--- config.mk ---
export PLATFORM = sky130hd
export DESIGN_NAME = ccd_clean_sequencer
export DESIGN_NICKNAME = d
export VERILOG_FILES = /design/src/verilog/clean_seq_pkg.sv /design/src/verilog/ccd_clean_sequencer.sv
export SDC_FILE = /design/constraint.sdc
export NUM_CORES = 1
export LEC_CHECK = 0
export BUFFER_PORTS_ARGS = -buffer_cell sky130_fd_sc_hd__buf_2
export CAP_MARGIN = 20
export CELL_PAD_IN_SITES_DETAIL_PLACEMENT = 0
export CELL_PAD_IN_SITES_GLOBAL_PLACEMENT = 1
export CORE_AREA = 5 5 225 227
export CTS_CLUSTER_DIAMETER = 40
export DETAILED_ROUTE_END_ITERATION = 12
export DIE_AREA = 0 0 230 232
export GPL_TIMING_DRIVEN = 0
export PLACE_DENSITY_LB_ADDON = 0.1
export SLEW_MARGIN = 20
export SYNTH_ARGS = -nofsm -noshare
export SYNTH_HDL_FRONTEND = slang
export SYNTH_SLANG_ARGS = --single-unit
--- constraint.sdc ---
create_clock -name clk -period 12.8 [get_ports clk]
set_input_delay 1.28 -clock clk [delete_from_list [all_inputs] [get_ports clk]]
set_output_delay 1.28 -clock clk [all_outputs]
set_load 0.03 [all_outputs]
--- src/verilog/clean_seq_pkg.sv ---
package clean_seq_pkg;

    // Register indices on the plain port (byte address = 4 * index)
    localparam logic [3:0] REG_CTRL     = 4'h0;
    localparam logic [3:0] REG_CLEANS   = 4'h1;
    localparam logic [3:0] REG_ROWS     = 4'h2;
    localparam logic [3:0] REG_DECAY    = 4'h3;
    localparam logic [3:0] REG_EXPOSE   = 4'h4;
    localparam logic [3:0] REG_READROWS = 4'h5;
    localparam logic [3:0] REG_DARKROWS = 4'h6;
    localparam logic [3:0] REG_STATUS   = 4'h7;

    // Control bit positions
    localparam int CTRL_PROGRAMMED = 0;
    localparam int CTRL_START      = 1;
    localparam int CTRL_EXT_SYNC   = 2;
    localparam int CTRL_CONT_CLEAN = 3;
    localparam int CTRL_SER_FLUSH  = 4;

    // Values after reset
    localparam logic [15:0] CLEANS_RESET = 16'h0001;
    localparam logic [15:0] ROWS_RESET   = 16'h0002;
    localparam logic [31:0] DECAY_RESET  = 32'h0000_0000;
    localparam logic [15:0] FRAMES_RESET = 16'h0001;
    localparam logic [31:0] EXPOSE_RESET   = 32'h0000_0001;
    localparam logic [15:0] READROWS_RESET = 16'h0001;
    localparam logic [15:0] DARKROWS_RESET = 16'h0000;

    // Clock rate, used to turn decay time in microseconds into cycles
    localparam int CLK_MHZ = 250;

    typedef enum logic [2:0] {
        ST_IDLE   = 3'b000,
        ST_CLEAN  = 3'b001,
        ST_EXTRA  = 3'b010,
        ST_EXPOSE = 3'b011,
        ST_DECAY  = 3'b100,
        ST_SERIAL = 3'b101,
        ST_READ   = 3'b110
    } state_t;

    typedef struct packed {
        logic [15:0] cleans;
        logic [15:0] rows;
        logic [31:0] decay;
        logic        ser_flush;
    } settings_t;

    typedef struct packed {
        logic        shift_row;
        logic        serial_clean;
        logic        read_row;
    } drive_t;

endpackage
--- src/verilog/ccd_clean_sequencer.sv ---
// Chosen here: the strobed register port and the address map.
`timescale 1ns/10ps
`default_nettype none

// Overview of operation
// [RULE1] While idle awaiting start, clean cycles repeat, each shifting and discarding rows.
// [RULE2] Cleaning begins once the clean pattern is marked programmed, no request needed.
// [RULE3] A start request leads to one final clean, then exposure.
// [RULE4] Multi-frame: clean only before first exposure and after last readout.
// [RULE5] A start arriving mid-clean waits until that clean fully completes.
// [RULE6] Extra clean count adds that many full cleans before exposure; zero adds none.
// [RULE7] Extra cleans follow the start request after the running clean ends.
// [RULE8] Each clean shifts exactly rows_per_flush rows.
// [RULE9] Clean-until-trigger applies only with external sync selected.
// [RULE10] Nonzero leading dark rows flush the serial register before active rows.
// [RULE11] Zero dark rows with flush option forces a serial clean before readout.
// [RULE12] Readout-status output goes low at exposure start, after all cleans.
// [RULE13] A programmable decay delay separates exposure end and readout start.
// [RULE14] Host programs 3 ms decay for very short exposures on affected sensors.
// [RULE15] Settings are latched at acquisition start and held for the sequence; here only cleans, rows, decay and serial flush are held.
module ccd_clean_sequencer #(
    parameter int          ROW_CYCLES = 4,        // Clock cycles per row shift
    parameter logic [31:0] MAX_DECAY  = 32'h00FF_FFFF
) (
    input  wire logic        clk,          // 250 MHz clock
    input  wire logic        rst,          // Async reset, active high
    input  wire logic [3:0]  addr,         // Register index
    input  wire logic [31:0] wdata,        // Write data
    input  wire logic        wr,           // Write strobe
    input  wire logic        rd,           // Read strobe
    output logic      [31:0] rdata,        // Read data, cycle after rd
    input  wire logic        ext_trigger,  // External start trigger, level
    output logic             read_out,     // Low while exposing
    output logic             shift_row,    // Parallel row shift pulse
    output logic             dump_charge,  // Charge discarded, not digitised
    output logic             serial_clean, // Serial register clean pulse
    output logic             busy          // Acquisition in progress
);

    ////////////////////////////////////////////////////////////////////////////////
    // Host settings

    logic                       programmed;
    logic                       ext_sync;
    logic                       cont_clean;
    logic                       start_req;
    clean_seq_pkg::settings_t   cfg;
    clean_seq_pkg::settings_t   held;
    logic [15:0]                frames;
    logic [31:0]                expose_time;
    logic [15:0]                read_rows;
    logic [15:0]                dark_rows;
    clean_seq_pkg::state_t      state;
    logic [15:0]                row_cnt;
    logic [31:0]                tick;
    logic [15:0]                clean_cnt;
    logic [15:0]                frame_cnt;
    logic                       trig_d;
    logic                       start_ev;
    logic                       clean_done;

    // Decay in microseconds to cycles; clamped so a huge setting cannot stall readout
    function automatic logic [31:0] us_to_cycles(input logic [31:0] us);
        logic [63:0] p;
        p = 64'(us) * 64'(clean_seq_pkg::CLK_MHZ);
        return (p > 64'(MAX_DECAY)) ? MAX_DECAY : p[31:0];
    endfunction

    // Clean and extra clean share one decode: rows shifted there are discarded
    function automatic logic is_cleaning(input clean_seq_pkg::state_t s);
        return (s == clean_seq_pkg::ST_CLEAN) || (s == clean_seq_pkg::ST_EXTRA);
    endfunction

    // Register writes; start request is a pending flag consumed by the sequencer
    always_ff @(posedge clk or posedge rst) begin
        if (rst) begin
            programmed  <= 1'b0;
            ext_sync    <= 1'b0;
            cont_clean  <= 1'b0;
            cfg.cleans  <= clean_seq_pkg::CLEANS_RESET;
            cfg.rows    <= clean_seq_pkg::ROWS_RESET;
            cfg.decay   <= clean_seq_pkg::DECAY_RESET;
            cfg.ser_flush <= 1'b0;
            frames      <= clean_seq_pkg::FRAMES_RESET;
            expose_time <= clean_seq_pkg::EXPOSE_RESET;
            read_rows   <= clean_seq_pkg::READROWS_RESET;
            dark_rows   <= clean_seq_pkg::DARKROWS_RESET;
        end else if (wr) begin
            if (addr == clean_seq_pkg::REG_CTRL) begin
                programmed    <= wdata[clean_seq_pkg::CTRL_PROGRAMMED];
                ext_sync      <= wdata[clean_seq_pkg::CTRL_EXT_SYNC];
                cont_clean    <= wdata[clean_seq_pkg::CTRL_CONT_CLEAN];
                cfg.ser_flush <= wdata[clean_seq_pkg::CTRL_SER_FLUSH];
            end else if (addr == clean_seq_pkg::REG_CLEANS) begin
                cfg.cleans <= wdata[15:0];
            end else if (addr == clean_seq_pkg::REG_ROWS) begin
                cfg.rows <= (wdata[15:0] == 16'h0000) ? 16'h0001 : wdata[15:0];
            end else if (addr == clean_seq_pkg::REG_DECAY) begin
                cfg.decay <= wdata;
            end else if (addr == clean_seq_pkg::REG_EXPOSE) begin
                // Upper half is the frame count, so exposure keeps the lower half only
                expose_time <= {16'h0000, (wdata[15:0] == 16'h0000) ? 16'h0001 : wdata[15:0]};
                frames      <= (wdata[31:16] == 16'h0000) ? 16'h0001 : wdata[31:16];
            end else if (addr == clean_seq_pkg::REG_READROWS) begin
                read_rows <= (wdata[15:0] == 16'h0000) ? 16'h0001 : wdata[15:0];
            end else if (addr == clean_seq_pkg::REG_DARKROWS) begin
                dark_rows <= wdata[15:0];
            end
        end
    end

    ////////////////////////////////////////////////////////////////////////////////
    // Start events

    // Trigger edge only counts when continuous clean under external sync
    always_ff @(posedge clk or posedge rst) begin
        if (rst) begin
            trig_d <= 1'b0;
        end else begin
            trig_d <= ext_trigger;
        end
    end

    assign start_ev = (wr && addr == clean_seq_pkg::REG_CTRL && wdata[clean_seq_pkg::CTRL_START])
                    || (ext_sync && cont_clean && ext_trigger && !trig_d); // [RULE9]

    // Pending start; a new request beats the consume in the same cycle
    always_ff @(posedge clk or posedge rst) begin
        if (rst) begin
            start_req <= 1'b0;
        end else if (start_ev) begin
            start_req <= 1'b1;
        end else if (state == clean_seq_pkg::ST_CLEAN && clean_done) begin
            start_req <= 1'b0;
        end
    end

    // Last slot of the last row of a clean
    assign clean_done = (row_cnt == held.rows - 16'h0001) && (tick == 32'(ROW_CYCLES - 1));

    ////////////////////////////////////////////////////////////////////////////////
    // Sequencer

    // Row and time counters, frame and extra clean bookkeeping
    always_ff @(posedge clk or posedge rst) begin
        if (rst) begin
            state     <= clean_seq_pkg::ST_IDLE;
            row_cnt   <= 16'h0000;
            tick      <= 32'h0000_0000;
            clean_cnt <= 16'h0000;
            frame_cnt <= 16'h0000;
            held      <= '0;
        end else begin
            case (state)
                clean_seq_pkg::ST_IDLE: begin
                    held <= cfg;
                    if (programmed) begin // [RULE2]
                        state   <= clean_seq_pkg::ST_CLEAN;
                        row_cnt <= 16'h0000;
                        tick    <= 32'h0000_0000;
                    end
                end
                clean_seq_pkg::ST_CLEAN, clean_seq_pkg::ST_EXTRA: begin
                    if (tick == 32'(ROW_CYCLES - 1)) begin
                        tick <= 32'h0000_0000;
                        if (row_cnt == held.rows - 16'h0001) begin // [RULE8]
                            row_cnt <= 16'h0000;
                            if (state == clean_seq_pkg::ST_CLEAN) begin
                                // Start only acts at a clean boundary: latency up to one clean
                                if (start_req) begin // [RULE5] [RULE3]
                                    clean_cnt <= held.cleans;
                                    frame_cnt <= frames;
                                    state <= (held.cleans == 16'h0000) ? // [RULE6] [RULE7]
                                        clean_seq_pkg::ST_EXPOSE : clean_seq_pkg::ST_EXTRA;
                                end else if (!programmed) begin
                                    state <= clean_seq_pkg::ST_IDLE;
                                end else begin
                                    held <= cfg; // [RULE15]
                                end // [RULE1]
                            end else if (clean_cnt == 16'h0001) begin
                                clean_cnt <= 16'h0000;
                                state     <= clean_seq_pkg::ST_EXPOSE;
                            end else begin
                                clean_cnt <= clean_cnt - 16'h0001; // [RULE6]
                            end
                        end else begin
                            row_cnt <= row_cnt + 16'h0001;
                        end
                    end else begin
                        tick <= tick + 32'h0000_0001;
                    end
                end
                clean_seq_pkg::ST_EXPOSE: begin
                    // Exposure length counted in clock cycles
                    if (tick >= expose_time - 32'h0000_0001) begin
                        tick  <= 32'h0000_0000;
                        state <= clean_seq_pkg::ST_DECAY;
                    end else begin
                        tick <= tick + 32'h0000_0001;
                    end
                end
                clean_seq_pkg::ST_DECAY: begin
                    // Held copies of decay and serial flush, so a host rewrite of those mid-sequence changes nothing
                    if (tick >= us_to_cycles(held.decay)) begin // [RULE13]
                        tick    <= 32'h0000_0000;
                        row_cnt <= 16'h0000;
                        if (dark_rows == 16'h0000 && held.ser_flush) begin // [RULE11]
                            state <= clean_seq_pkg::ST_SERIAL;
                        end else begin
                            state <= clean_seq_pkg::ST_READ; // [RULE10]
                        end
                    end else begin
                        tick <= tick + 32'h0000_0001;
                    end
                end
                clean_seq_pkg::ST_SERIAL: begin
                    // One row slot for the forced serial register clean
                    if (tick == 32'(ROW_CYCLES - 1)) begin
                        tick  <= 32'h0000_0000;
                        state <= clean_seq_pkg::ST_READ;
                    end else begin
                        tick <= tick + 32'h0000_0001;
                    end
                end
                clean_seq_pkg::ST_READ: begin
                    // Dark rows lead, shifted through the serial register first
                    if (tick == 32'(ROW_CYCLES - 1)) begin
                        tick <= 32'h0000_0000;
                        if (row_cnt == dark_rows + read_rows - 16'h0001) begin
                            row_cnt <= 16'h0000;
                            if (frame_cnt == 16'h0001) begin // [RULE4]
                                frame_cnt <= 16'h0000;
                                held      <= cfg;
                                state     <= clean_seq_pkg::ST_IDLE;
                            end else begin
                                frame_cnt <= frame_cnt - 16'h0001;
                                state     <= clean_seq_pkg::ST_EXPOSE;
                            end
                        end else begin
                            row_cnt <= row_cnt + 16'h0001;
                        end
                    end else begin
                        tick <= tick + 32'h0000_0001;
                    end
                end
                default: begin
                    state <= clean_seq_pkg::ST_IDLE;
                end
            endcase
        end
    end

    ////////////////////////////////////////////////////////////////////////////////
    // Registered outputs

    // One shift pulse per row, at the start of its slot
    always_ff @(posedge clk or posedge rst) begin
        if (rst) begin
            read_out     <= 1'b1;
            shift_row    <= 1'b0;
            dump_charge  <= 1'b0;
            serial_clean <= 1'b0;
            busy         <= 1'b0;
        end else begin
            read_out     <= (state != clean_seq_pkg::ST_EXPOSE); // [RULE12]
            shift_row    <= (tick == 32'h0000_0000)
                            && (is_cleaning(state) || state == clean_seq_pkg::ST_READ);
            dump_charge  <= is_cleaning(state); // [RULE1]
            serial_clean <= (state == clean_seq_pkg::ST_SERIAL) && (tick == 32'h0000_0000);
            busy         <= !(state == clean_seq_pkg::ST_IDLE || state == clean_seq_pkg::ST_CLEAN);
        end
    end

    // Read data, valid only in the cycle after rd
    always_ff @(posedge clk or posedge rst) begin
        if (rst) begin
            rdata <= 32'h0000_0000;
        end else if (rd) begin
            if (addr == clean_seq_pkg::REG_CTRL) begin
                rdata <= {27'h0, cfg.ser_flush, cont_clean, ext_sync, start_req, programmed};
            end else if (addr == clean_seq_pkg::REG_CLEANS) begin
                rdata <= {16'h0000, cfg.cleans};
            end else if (addr == clean_seq_pkg::REG_ROWS) begin
                rdata <= {16'h0000, cfg.rows};
            end else if (addr == clean_seq_pkg::REG_DECAY) begin
                rdata <= cfg.decay;
            end else if (addr == clean_seq_pkg::REG_EXPOSE) begin
                rdata <= {frames, expose_time[15:0]};
            end else if (addr == clean_seq_pkg::REG_READROWS) begin
                rdata <= {16'h0000, read_rows};
            end else if (addr == clean_seq_pkg::REG_DARKROWS) begin
                rdata <= {16'h0000, dark_rows};
            end else if (addr == clean_seq_pkg::REG_STATUS) begin
                rdata <= {frame_cnt, clean_cnt[11:0], 1'b0, state};
            end else begin
                rdata <= 32'h0000_0000;
            end
        end else begin
            rdata <= 32'h0000_0000;
        end
    end

endmodule

`default_nettype wire

== Yosys cells after proc, flatten, opt, wreduce, memory -nomap -nowiden ==
Index checks and enable logic that the tools add are counted.
Storage, ports and cells
  register bits: 319
  word-level logic and storage cells: 186
  output and inout bits: 37
Cells by class
  equal/unequal tests: 35
  reduce and logical (&&, ||, !) cells: 43
  multipliers: 1
  bitwise operators: 6
  order comparisons: 3
  muxes and demuxes: 62
  add/sub/neg operators: 8
Operators with widths (number)
  $mux W65: 8
  $mux W32: 14
  $mux W16: 18
  $pmux W65 S3: 1
  $pmux W32 S4: 1
  $ge A32 B32 Y1: 2
  $logic_not A16 Y1: 4
  $pmux W16 S4: 1
  $sub A16 B1 Y16 const B: 4
  $gt A40 B24 Y1 const B: 1
  $mul A32 B7 Y39 const B: 1
  $mux W3: 12
  $add A32 B1 Y32 const B: 1
  $eq A16 B1 Y1 const B: 2
  $eq A16 B16 Y1: 2
  $eq A32 B2 Y1 const B: 1
  $logic_not A32 Y1: 1
  $pmux W16 S2: 1
  $ne A2 B2 Y1 const B: 14
  $pmux W3 S6: 1
  $sub A16 B1 Y17 const B: 1
  $add A16 B1 Y16 const B: 1
  $add A16 B16 Y16: 1
  $eq A4 B3 Y1 const B: 4
  30 further kinds: 61

== Longest topological paths before layout ==
Gate-level depths: netlist of run 1.
  depth in word-level cells: 10
  gate-level depth with buffers: 32

== Worst setup path before layout of run 1 ==
Ideal clock, no wire load.
  kind: reg2reg
  from: reg held[9] in the netlist's numbering
  to: reg tick[2]
  data arrival time: 7.500 ns
  clock period less this slack: 7.618 ns
  slack: 5.182 ns
  cell stages (with the launch flop): 29
  buffers on the path: 3
  cell sequence: dfrtp_1 > inv_1 > fa_1 > fa_1 > fa_1 > fa_1 > inv_1 > ha_1 > and4_1 > and3_1 > a211oi_1 > o21ai_1 > a21oi_1 > mux2_2 > or3_1 > nand4_1 > clkbuf_1 > nor3_1 > ha_1 > nand4_1 > or3_1 > nor3_1 > o221ai_1 > a21oi_1 > and2_1 > clkbuf_1 > clkbuf_1 > o21ai_0 > a21o_1
On the way
  word-level cells in the longest chain between the ends: 6
Ends and longest elaborated chain
  start: declaration: line ccd_clean_sequencer.sv:48  | clean_seq_pkg::settings_t held;
  start signal: assignment: line ccd_clean_sequencer.sv:156  | held <= cfg;
  start signal: assignment: line ccd_clean_sequencer.sv:178  | held <= cfg;
  start signal: assignment: line ccd_clean_sequencer.sv:233  | held <= cfg;
  $mul A32 B7 Y39 *: line ccd_clean_sequencer.sv:65  | p = 64'(us) * 64'(clean_seq_pkg::CLK_MHZ);
  $gt A40 B24 Y1: line ccd_clean_sequencer.sv:66  | return (p > 64'(MAX_DECAY)) ? MAX_DECAY : p[31:0];
  $mux W32 *: line ccd_clean_sequencer.sv:66
  $ge A32 B32 Y1 *: line ccd_clean_sequencer.sv:204  | if (tick >= us_to_cycles(held.decay)) begin
  $mux W32 *: line ccd_clean_sequencer.sv:204
  $pmux W32 S4 *: line ccd_clean_sequencer.sv:154  | case (state)
  end signal: assignment: line ccd_clean_sequencer.sv:199  | tick <= tick + 32'h0000_0001;
  end signal: assignment: line ccd_clean_sequencer.sv:213  | tick <= tick + 32'h0000_0001;
  end signal: assignment: line ccd_clean_sequencer.sv:222  | tick <= tick + 32'h0000_0001;
  end: declaration: line ccd_clean_sequencer.sv:55  | logic [31:0] tick;
Mark *: on every way between the ends. The rest lies on a longest branch, timed or not.
A chain may end at the register's enable or synchronous reset.

== Worst setup path in the final report of run 1 ==
  from: reg held[5] in the netlist's numbering
  to: reg tick[3]
The elaborated chain is that of the path after synthesis.

==> results of run 1 <==
## worst paths after layout
path / cells past startpoint / endpoint / start
worst min register to register: 2 / read_rows[0] / read_rows[0]
max in group asynchronous: 4 / read_out / rst
min in group asynchronous: 2 / rdata[4] / rst
worst max register to register: 28 / tick[3] / held[5]
worst max-delay path: 28 / tick[3] / held[5]
worst min-delay path: 2 / read_rows[0] / read_rows[0]
## worst min-delay path, stage by stage (launching register included)
cell and delay [ns]:
dfstp_2 0.38, nand2_1 0.05, o21ai_0 0.07
## cells in the mapped netlist, drive strengths merged, types with 43 or more instances
cell and number:
ha 186, fa 119, dfrtp 313, inv 254, a21o 47, clkbuf 91, a21oi 115, nor2 144
xnor2 54, nor3 73, o21ai 128, mux2 195, nor4 43, nand2 159
## layout make-up
type | instances | area (um^2)
clock buffers | 57 | 1300
repair buffers | 79 | 463
plain buffers | 108 | 459
diodes | 2 | 5.00
inverters | 254 | 961
fillers | 4351 | 21600
well taps | 622 | 778
clock inverters | 34 | 392
multi-input cells | 1757 | 14500
flip-flops and latches | 319 | 7990
## routing by layer
layer	up-vias	wire [um]	track usage, %
met3	148	3490	3.46
met2	563	32900	42.7
met4	0	3190	10.9
li1	9037	-	-
met5	-	0	0
met1	9590	31400	36.5
## flip-flops by register name, indices dropped and copies added, names as in the netlist, 3 cells and up
signal,count
dark_rows,16
rdata,32
expose_time,16
clean_cnt,16
frame_cnt,16
held,65
tick,32
read_rows,16
frames,16
state,3
cfg,65
row_cnt,16
## through the flow
step / cells / utilization (%) / worst slack (ns)
after detailed placement: 3139 / 52.0 / 2.75
final: 3232 / 55.5 / 2.67
after global routing: 3230 / 55.5 / 1.99
after floorplan: 2438 / - / 2.70
after global placement: 3136 / 51.8 / -0.855
after CTS: 3230 / 55.5 / 2.71
## cells by family (layout without fill, tap and decap cells)
logic type / count (synthesis) / count (layout) / share of synthesized area (%)
xor+xnor: 84 / 84 / 3.08
buf+inv: 362 / 532 / 5.91
flops: 319 / 319 / 33.5
simple gates: 618 / 618 / 12.9
compound gates: 530 / 530 / 15.0
other cells: 1 / 10 / 0.0157
mux: 212 / 212 / 9.91
fa+ha+maj: 305 / 305 / 19.7
==> metrics.md, run 1 <==
| Metric | Value |
|---|---|
| Status | completed |
| Initial antenna violation count | 2 |
| Area grow syn2layout | 12.5% |
| Critical path endpoint category | flip-flop |
| Skew final | 0.0349 ns |
| RSZ-0062 raised after global routing | no |
| Row Count | 81 |
| Most used cell, CP | fa_1 |
| Most frequent cells in the layout | dfrtp_1 (313), inv_1 (253), ha_1 (186) |
| Worst slew pin tran | 1.24 ns |
| Gr usage total | 26.5% |
| Critical path's largest stage delay | approximately 0.9 ns |
| Post-Synthesis Cells | 2431 |
| DRC viols | 0 |
| Tcrit/Tclk final | 79.2% |
| Achievable Freq | roughly 99 MHz |
| Total grt overflow | 0 |
| Port buffer count | 76 |
| Share of cells above drive strength 1 | about an eighth |
| Top cells by area, synth | dfrtp_1 (33%), fa_1 (10%), ha_1 (9.7%), mux2_2 (6.8%), inv_1 (4.0%) |
| Gpl congestion | 0.906 |
| Max-Cap Viols | 0 |
| Slew Viols, Final | 0 |
| Final Hold Viols | 0 |
| Syn Area/Cell | approximately 9.8 um^2 |
| Post-Syn Area | 0.0239 mm^2 |
| Drt via density | 5.98 |
| FFs w/ async S/R, synth | between 90% and 100% |
| Area leader, netlist | dfrtp_1 |
| Core area | 0.0484 mm^2 |
| Wirelength per Cell | approximately 22 um |
| Top Family by Delay on Critical Path | compound AO/OA/AOI/OAI gates |
| Antenna Nets Post-Route | 0 |
| Yosys cell types | 74 |
| First-pass DRT Iterations | 8 |
| Final instance area | 0.0269 mm^2 |
| Hold buffer count at CTS | 0 |
| Vias | 19.3k |
| Routed WL | 71.0 mm |
| Die area | 0.0534 mm^2 |
| Sum of negative setup slack | 0 ns |
| DP HPWL | 55.7 mm |
| Slew headroom | 17.0% |
| Initial Util | 49.3% |
| Final hold slack | 0.501 ns |
| CP Launch Type | flip-flop |
| Data required, critical path | 13.28 ns |
| Post-synth top area share | 32.8% |
| DP Area | 0.0252 mm^2 |
| Cts repair resizes | 0 |
| Max clock buf depth | 3 |
| Vias in the first global route | about 20k |
| I/O Pins | 78 |
| Most common cell after layout, fill and taps aside | dfrtp_1 |
| R2R Setup Slk | 2.67 ns |
| Crit path arrival time | 10.61 ns |
| Iter 0 DRT Violations | between 1k and 1.5k |
| Clk root buf | clkbuf_16 |
| Reg clk slew, reported paths | ~0.06 ns |
| Worst hold path class | reg2reg |
| Number of synthesized flops with an enable pin | 0 |
| Synth warn | 0 |
| Die height | 232 um |
| Sequential fraction of the synthesis area | 33.5% |
| Pin count of the biggest net entering global routing | 89 |
| CTS tree | done |
| H-tree Lvls | 2 |
| Die width | 230 um |
| # clock sinks | 319 |
| Nets | 2915 |
| CTS Buf Count | 50 |
| Buffers and inverters on the worst path | 5 |
| Crit Path Category | reg2reg |
| Worst-skew pair later-pin latency | 0.60 ns |
| Post-synthesis register bit count | 319 |
| CP max-delay cell | a2111oi_0 |
| Final setup fails | 0 |
| Postcts setup bufs | 0 |
| Main flop type after synthesis | dfrtp_1 |
| Final min period | 10.13 ns |
| CP Max Fanout | 10 |
| First-pass GRT wire length | 113 mm |
Power of run 1 is left out: the tool's default activity adds up to more than one toggle a clock period on the data nets, which glitch-free logic cannot reach.
==> inputs of run 2 (changes only) <==
==> constraint.sdc (replaced) <==
create_clock -name clk -period 10.3 [get_ports clk]
set_input_delay 1.03 -clock clk [delete_from_list [all_inputs] [get_ports clk]]
set_output_delay 1.03 -clock clk [all_outputs]
set_load 0.03 [all_outputs]
==> run 2 against run 1 <==
  * Fmax up 6.6%
  * Die area unchanged
  * Worst hold slack better by 0.0055 ns
  * Global-route usage unchanged
  * Critical path depth unchanged
  * Sequential share of layout area about the same
  * Register-to-register slack worse by 1.9 ns
  * Count of clock-buffer cells in the layout unchanged
  * Clock skew down 0.00075 ns
  * Largest cell class unchanged
==> metrics.md, run 2 (synthesis results as in run 1) <==
| Metric | Value |
|---|---|
| Status | completed (unchanged) |
| Most common cell after layout, fill and taps aside | dfrtp_1 (unchanged) |
| Dpl cells | 3139 (unchanged) |
| Buffers and inverters on the worst path | 5 (unchanged) |
| First-pass DRT Iterations | 6 (was 8) |
| Drt via density | 5.99 (was 5.98) |
| Initial antenna violation count | 2 (unchanged) |
| Row Count | 81 (unchanged) |
| Die width | 230 um (unchanged) |
| Worst reg2reg path depth | 28 (unchanged) |
| Crit Path Category | reg2reg (unchanged) |
| Worst-skew pair later-pin latency | 0.60 ns (about the same) |
| Initial Util | 49.3% (unchanged) |
| Max clock buf depth | 3 (unchanged) |
| Most used cell, CP | fa_1 (unchanged) |
| Core area | 0.0484 mm^2 (unchanged) |
| Slew headroom | 14.6% (was 17.0%) |
| Final Hold Viols | 0 (unchanged) |
| Pin count of the biggest net entering global routing | 89 (unchanged) |
| Top Family by Delay on Critical Path | adder cells (was compound AO/OA/AOI/OAI gates) |
| CP Max Fanout | 10 (unchanged) |
| Postcts setup bufs | 0 (unchanged) |
| Most frequent cells in the layout | dfrtp_1 (313), inv_1 (253), ha_1 (186) (unchanged) |
| Data required, critical path | 10.78 ns (was 13.28 ns) |
| Layout Cells excl Fill | 3231 (was 3232) |
| Worst path depth | 28 (unchanged) |
| H-tree Lvls | 2 (unchanged) |
| CP Launch Type | flip-flop (unchanged) |
| Critical path endpoint category | flip-flop (unchanged) |
| Gpl congestion | 0.906 (unchanged) |
| CTS Buf Count | 50 (unchanged) |
| Critical path's largest stage delay | 0.59 ns (was 0.91 ns) |
| Antenna Nets Post-Route | 0 (unchanged) |
| Vias in the first global route | 19.8k (unchanged) |
| Clk root buf | clkbuf_16 (unchanged) |
| Wirelength per Cell | 22.0 um (about the same) |
| Vias | 19.3k (about the same) |
| Startpoint of the worst register-to-register path | held[5] (unchanged) |
| I/O Pins | 78 (unchanged) |
| CP max-delay cell | fa_1 (was a2111oi_0) |
| Achievable Freq | 105 MHz (was 98.7 MHz) |
| Sum of negative setup slack | 0 ns (unchanged) |
| Number of fill cells | 4348 (was 4351) |
| CTS tree | done (unchanged) |
| Total grt overflow | 0 (unchanged) |
| Slew Viols, Final | 0 (unchanged) |
| Share of cells above drive strength 1 | 13.4% (was 13.3%) |
| Final setup fails | 0 (unchanged) |
| Final min period | 9.51 ns (was 10.13 ns) |
| Largest registers | cfg (65), held (65) (unchanged) |
| # clock sinks | 319 (unchanged) |
| Port buffer count | 76 (unchanged) |
| Routed WL | 71.0 mm (about the same) |
| RSZ-0062 raised after global routing | no (unchanged) |
| CP startpoint | held[5] (unchanged) |
| Core Util, Final | 55.5% (about the same) |
| Crit path arrival time | 9.99 ns (was 10.61 ns) |
| Gr usage total | 26.5% (unchanged) |
| Reg2reg end | tick[3] (unchanged) |
| Die area | 0.0534 mm^2 (unchanged) |
| Tcrit/Tclk final | 92.3% (was 79.2%) |
| First-pass GRT wire length | 113 mm (unchanged) |
| Die height | 232 um (unchanged) |
| Skew final | 0.0342 ns (was 0.0349 ns) |
| Worst slew pin tran | 1.28 ns (was 1.24 ns) |
| R2R Setup Slk | 0.79 ns (was 2.67 ns) |
| Worst Setup EP | tick[3] (unchanged) |
| Area grow syn2layout | 12.5% (about the same) |
| Reg clk slew, reported paths | 0.06 ns (about the same) |
| Iter 0 DRT Violations | 1478 (was 1439) |
| Worst hold path class | reg2reg (unchanged) |
| Nets | 2915 (unchanged) |
| Max-Cap Viols | 0 (unchanged) |
| DP HPWL | 55.7 mm (unchanged) |
| DRC viols | 0 (unchanged) |
## run 2: stage by stage
stage / instance area, um^2 / hold slack, ns / worst slack (ns)
2_1_floorplan: 23900 / 0.462 / 0.452
3_3_place_gp: 25100 / 0.489 / -3.11
3_5_place_dp: 25200 / 0.499 / 0.249
4_1_cts: 26900 / 0.508 / 0.206
5_1_grt: 26900 / 0.527 / 0.179
6_report: 26900 / 0.507 / 0.790
## run 2: metal layers
metal / track usage [%] / share of wire (%) / up-vias
li1: - / - / 9030
met5: 0 / 0 / -
met2: 42.7 / 46 / 561
met3: 3.46 / 5.0 / 153
met4: 10.9 / 4.4 / 0
met1: 36.5 / 44 / 9605
## run 2: final cells by class
class | instances | area (um^2) | share of cell area, %
tap | 622 | 778 | 2.90
clock inverter | 34 | 392 | 1.46
buffer | 108 | 459 | 1.71
clock buffer | 57 | 1300 | 4.83
antenna | 1 | 2.50 | 0.00931
sequential | 319 | 7990 | 29.7
inverter | 254 | 961 | 3.57
multi-input combinational | 1757 | 14500 | 54.1
timing repair buffer | 79 | 463 | 1.72
## run 2: how the worst min path moves through the flow
stage	from	endpoint	slack, ns	depth (start not counted)
after CTS	read_rows[0]	read_rows[0]	0.51	2
final	read_rows[0]	read_rows[0]	0.51	2
after floorplan	cfg[33]	cfg[33]	0.46	2
after global routing	read_rows[0]	read_rows[0]	0.53	2
after global placement	read_rows[0]	read_rows[0]	0.49	2
after detailed placement	clean_cnt[13]	clean_cnt[13]	0.50	2
## run 2: repair_timing
item / 4_1_cts / 5_1_grt
endpoints found under the setup margin: 0 / 25
gates resized for setup: 0 / 3
hold buffers: 0 / 0
## run 2: worst register-to-register path, delay by kind of cell (launching register included)
family | cells | cell delay, ns
and+or+nand+nor | 8 | 2.09
xor gates and xnor gates | 1 | 0.17
adders and majority gates | 6 | 2.67
DFF | 1 | 0.49
buffers and inverters | 5 | 1.43
AOI/OAI and AO/OA | 8 | 2.55
Power of run 2 is left out for the same reason.
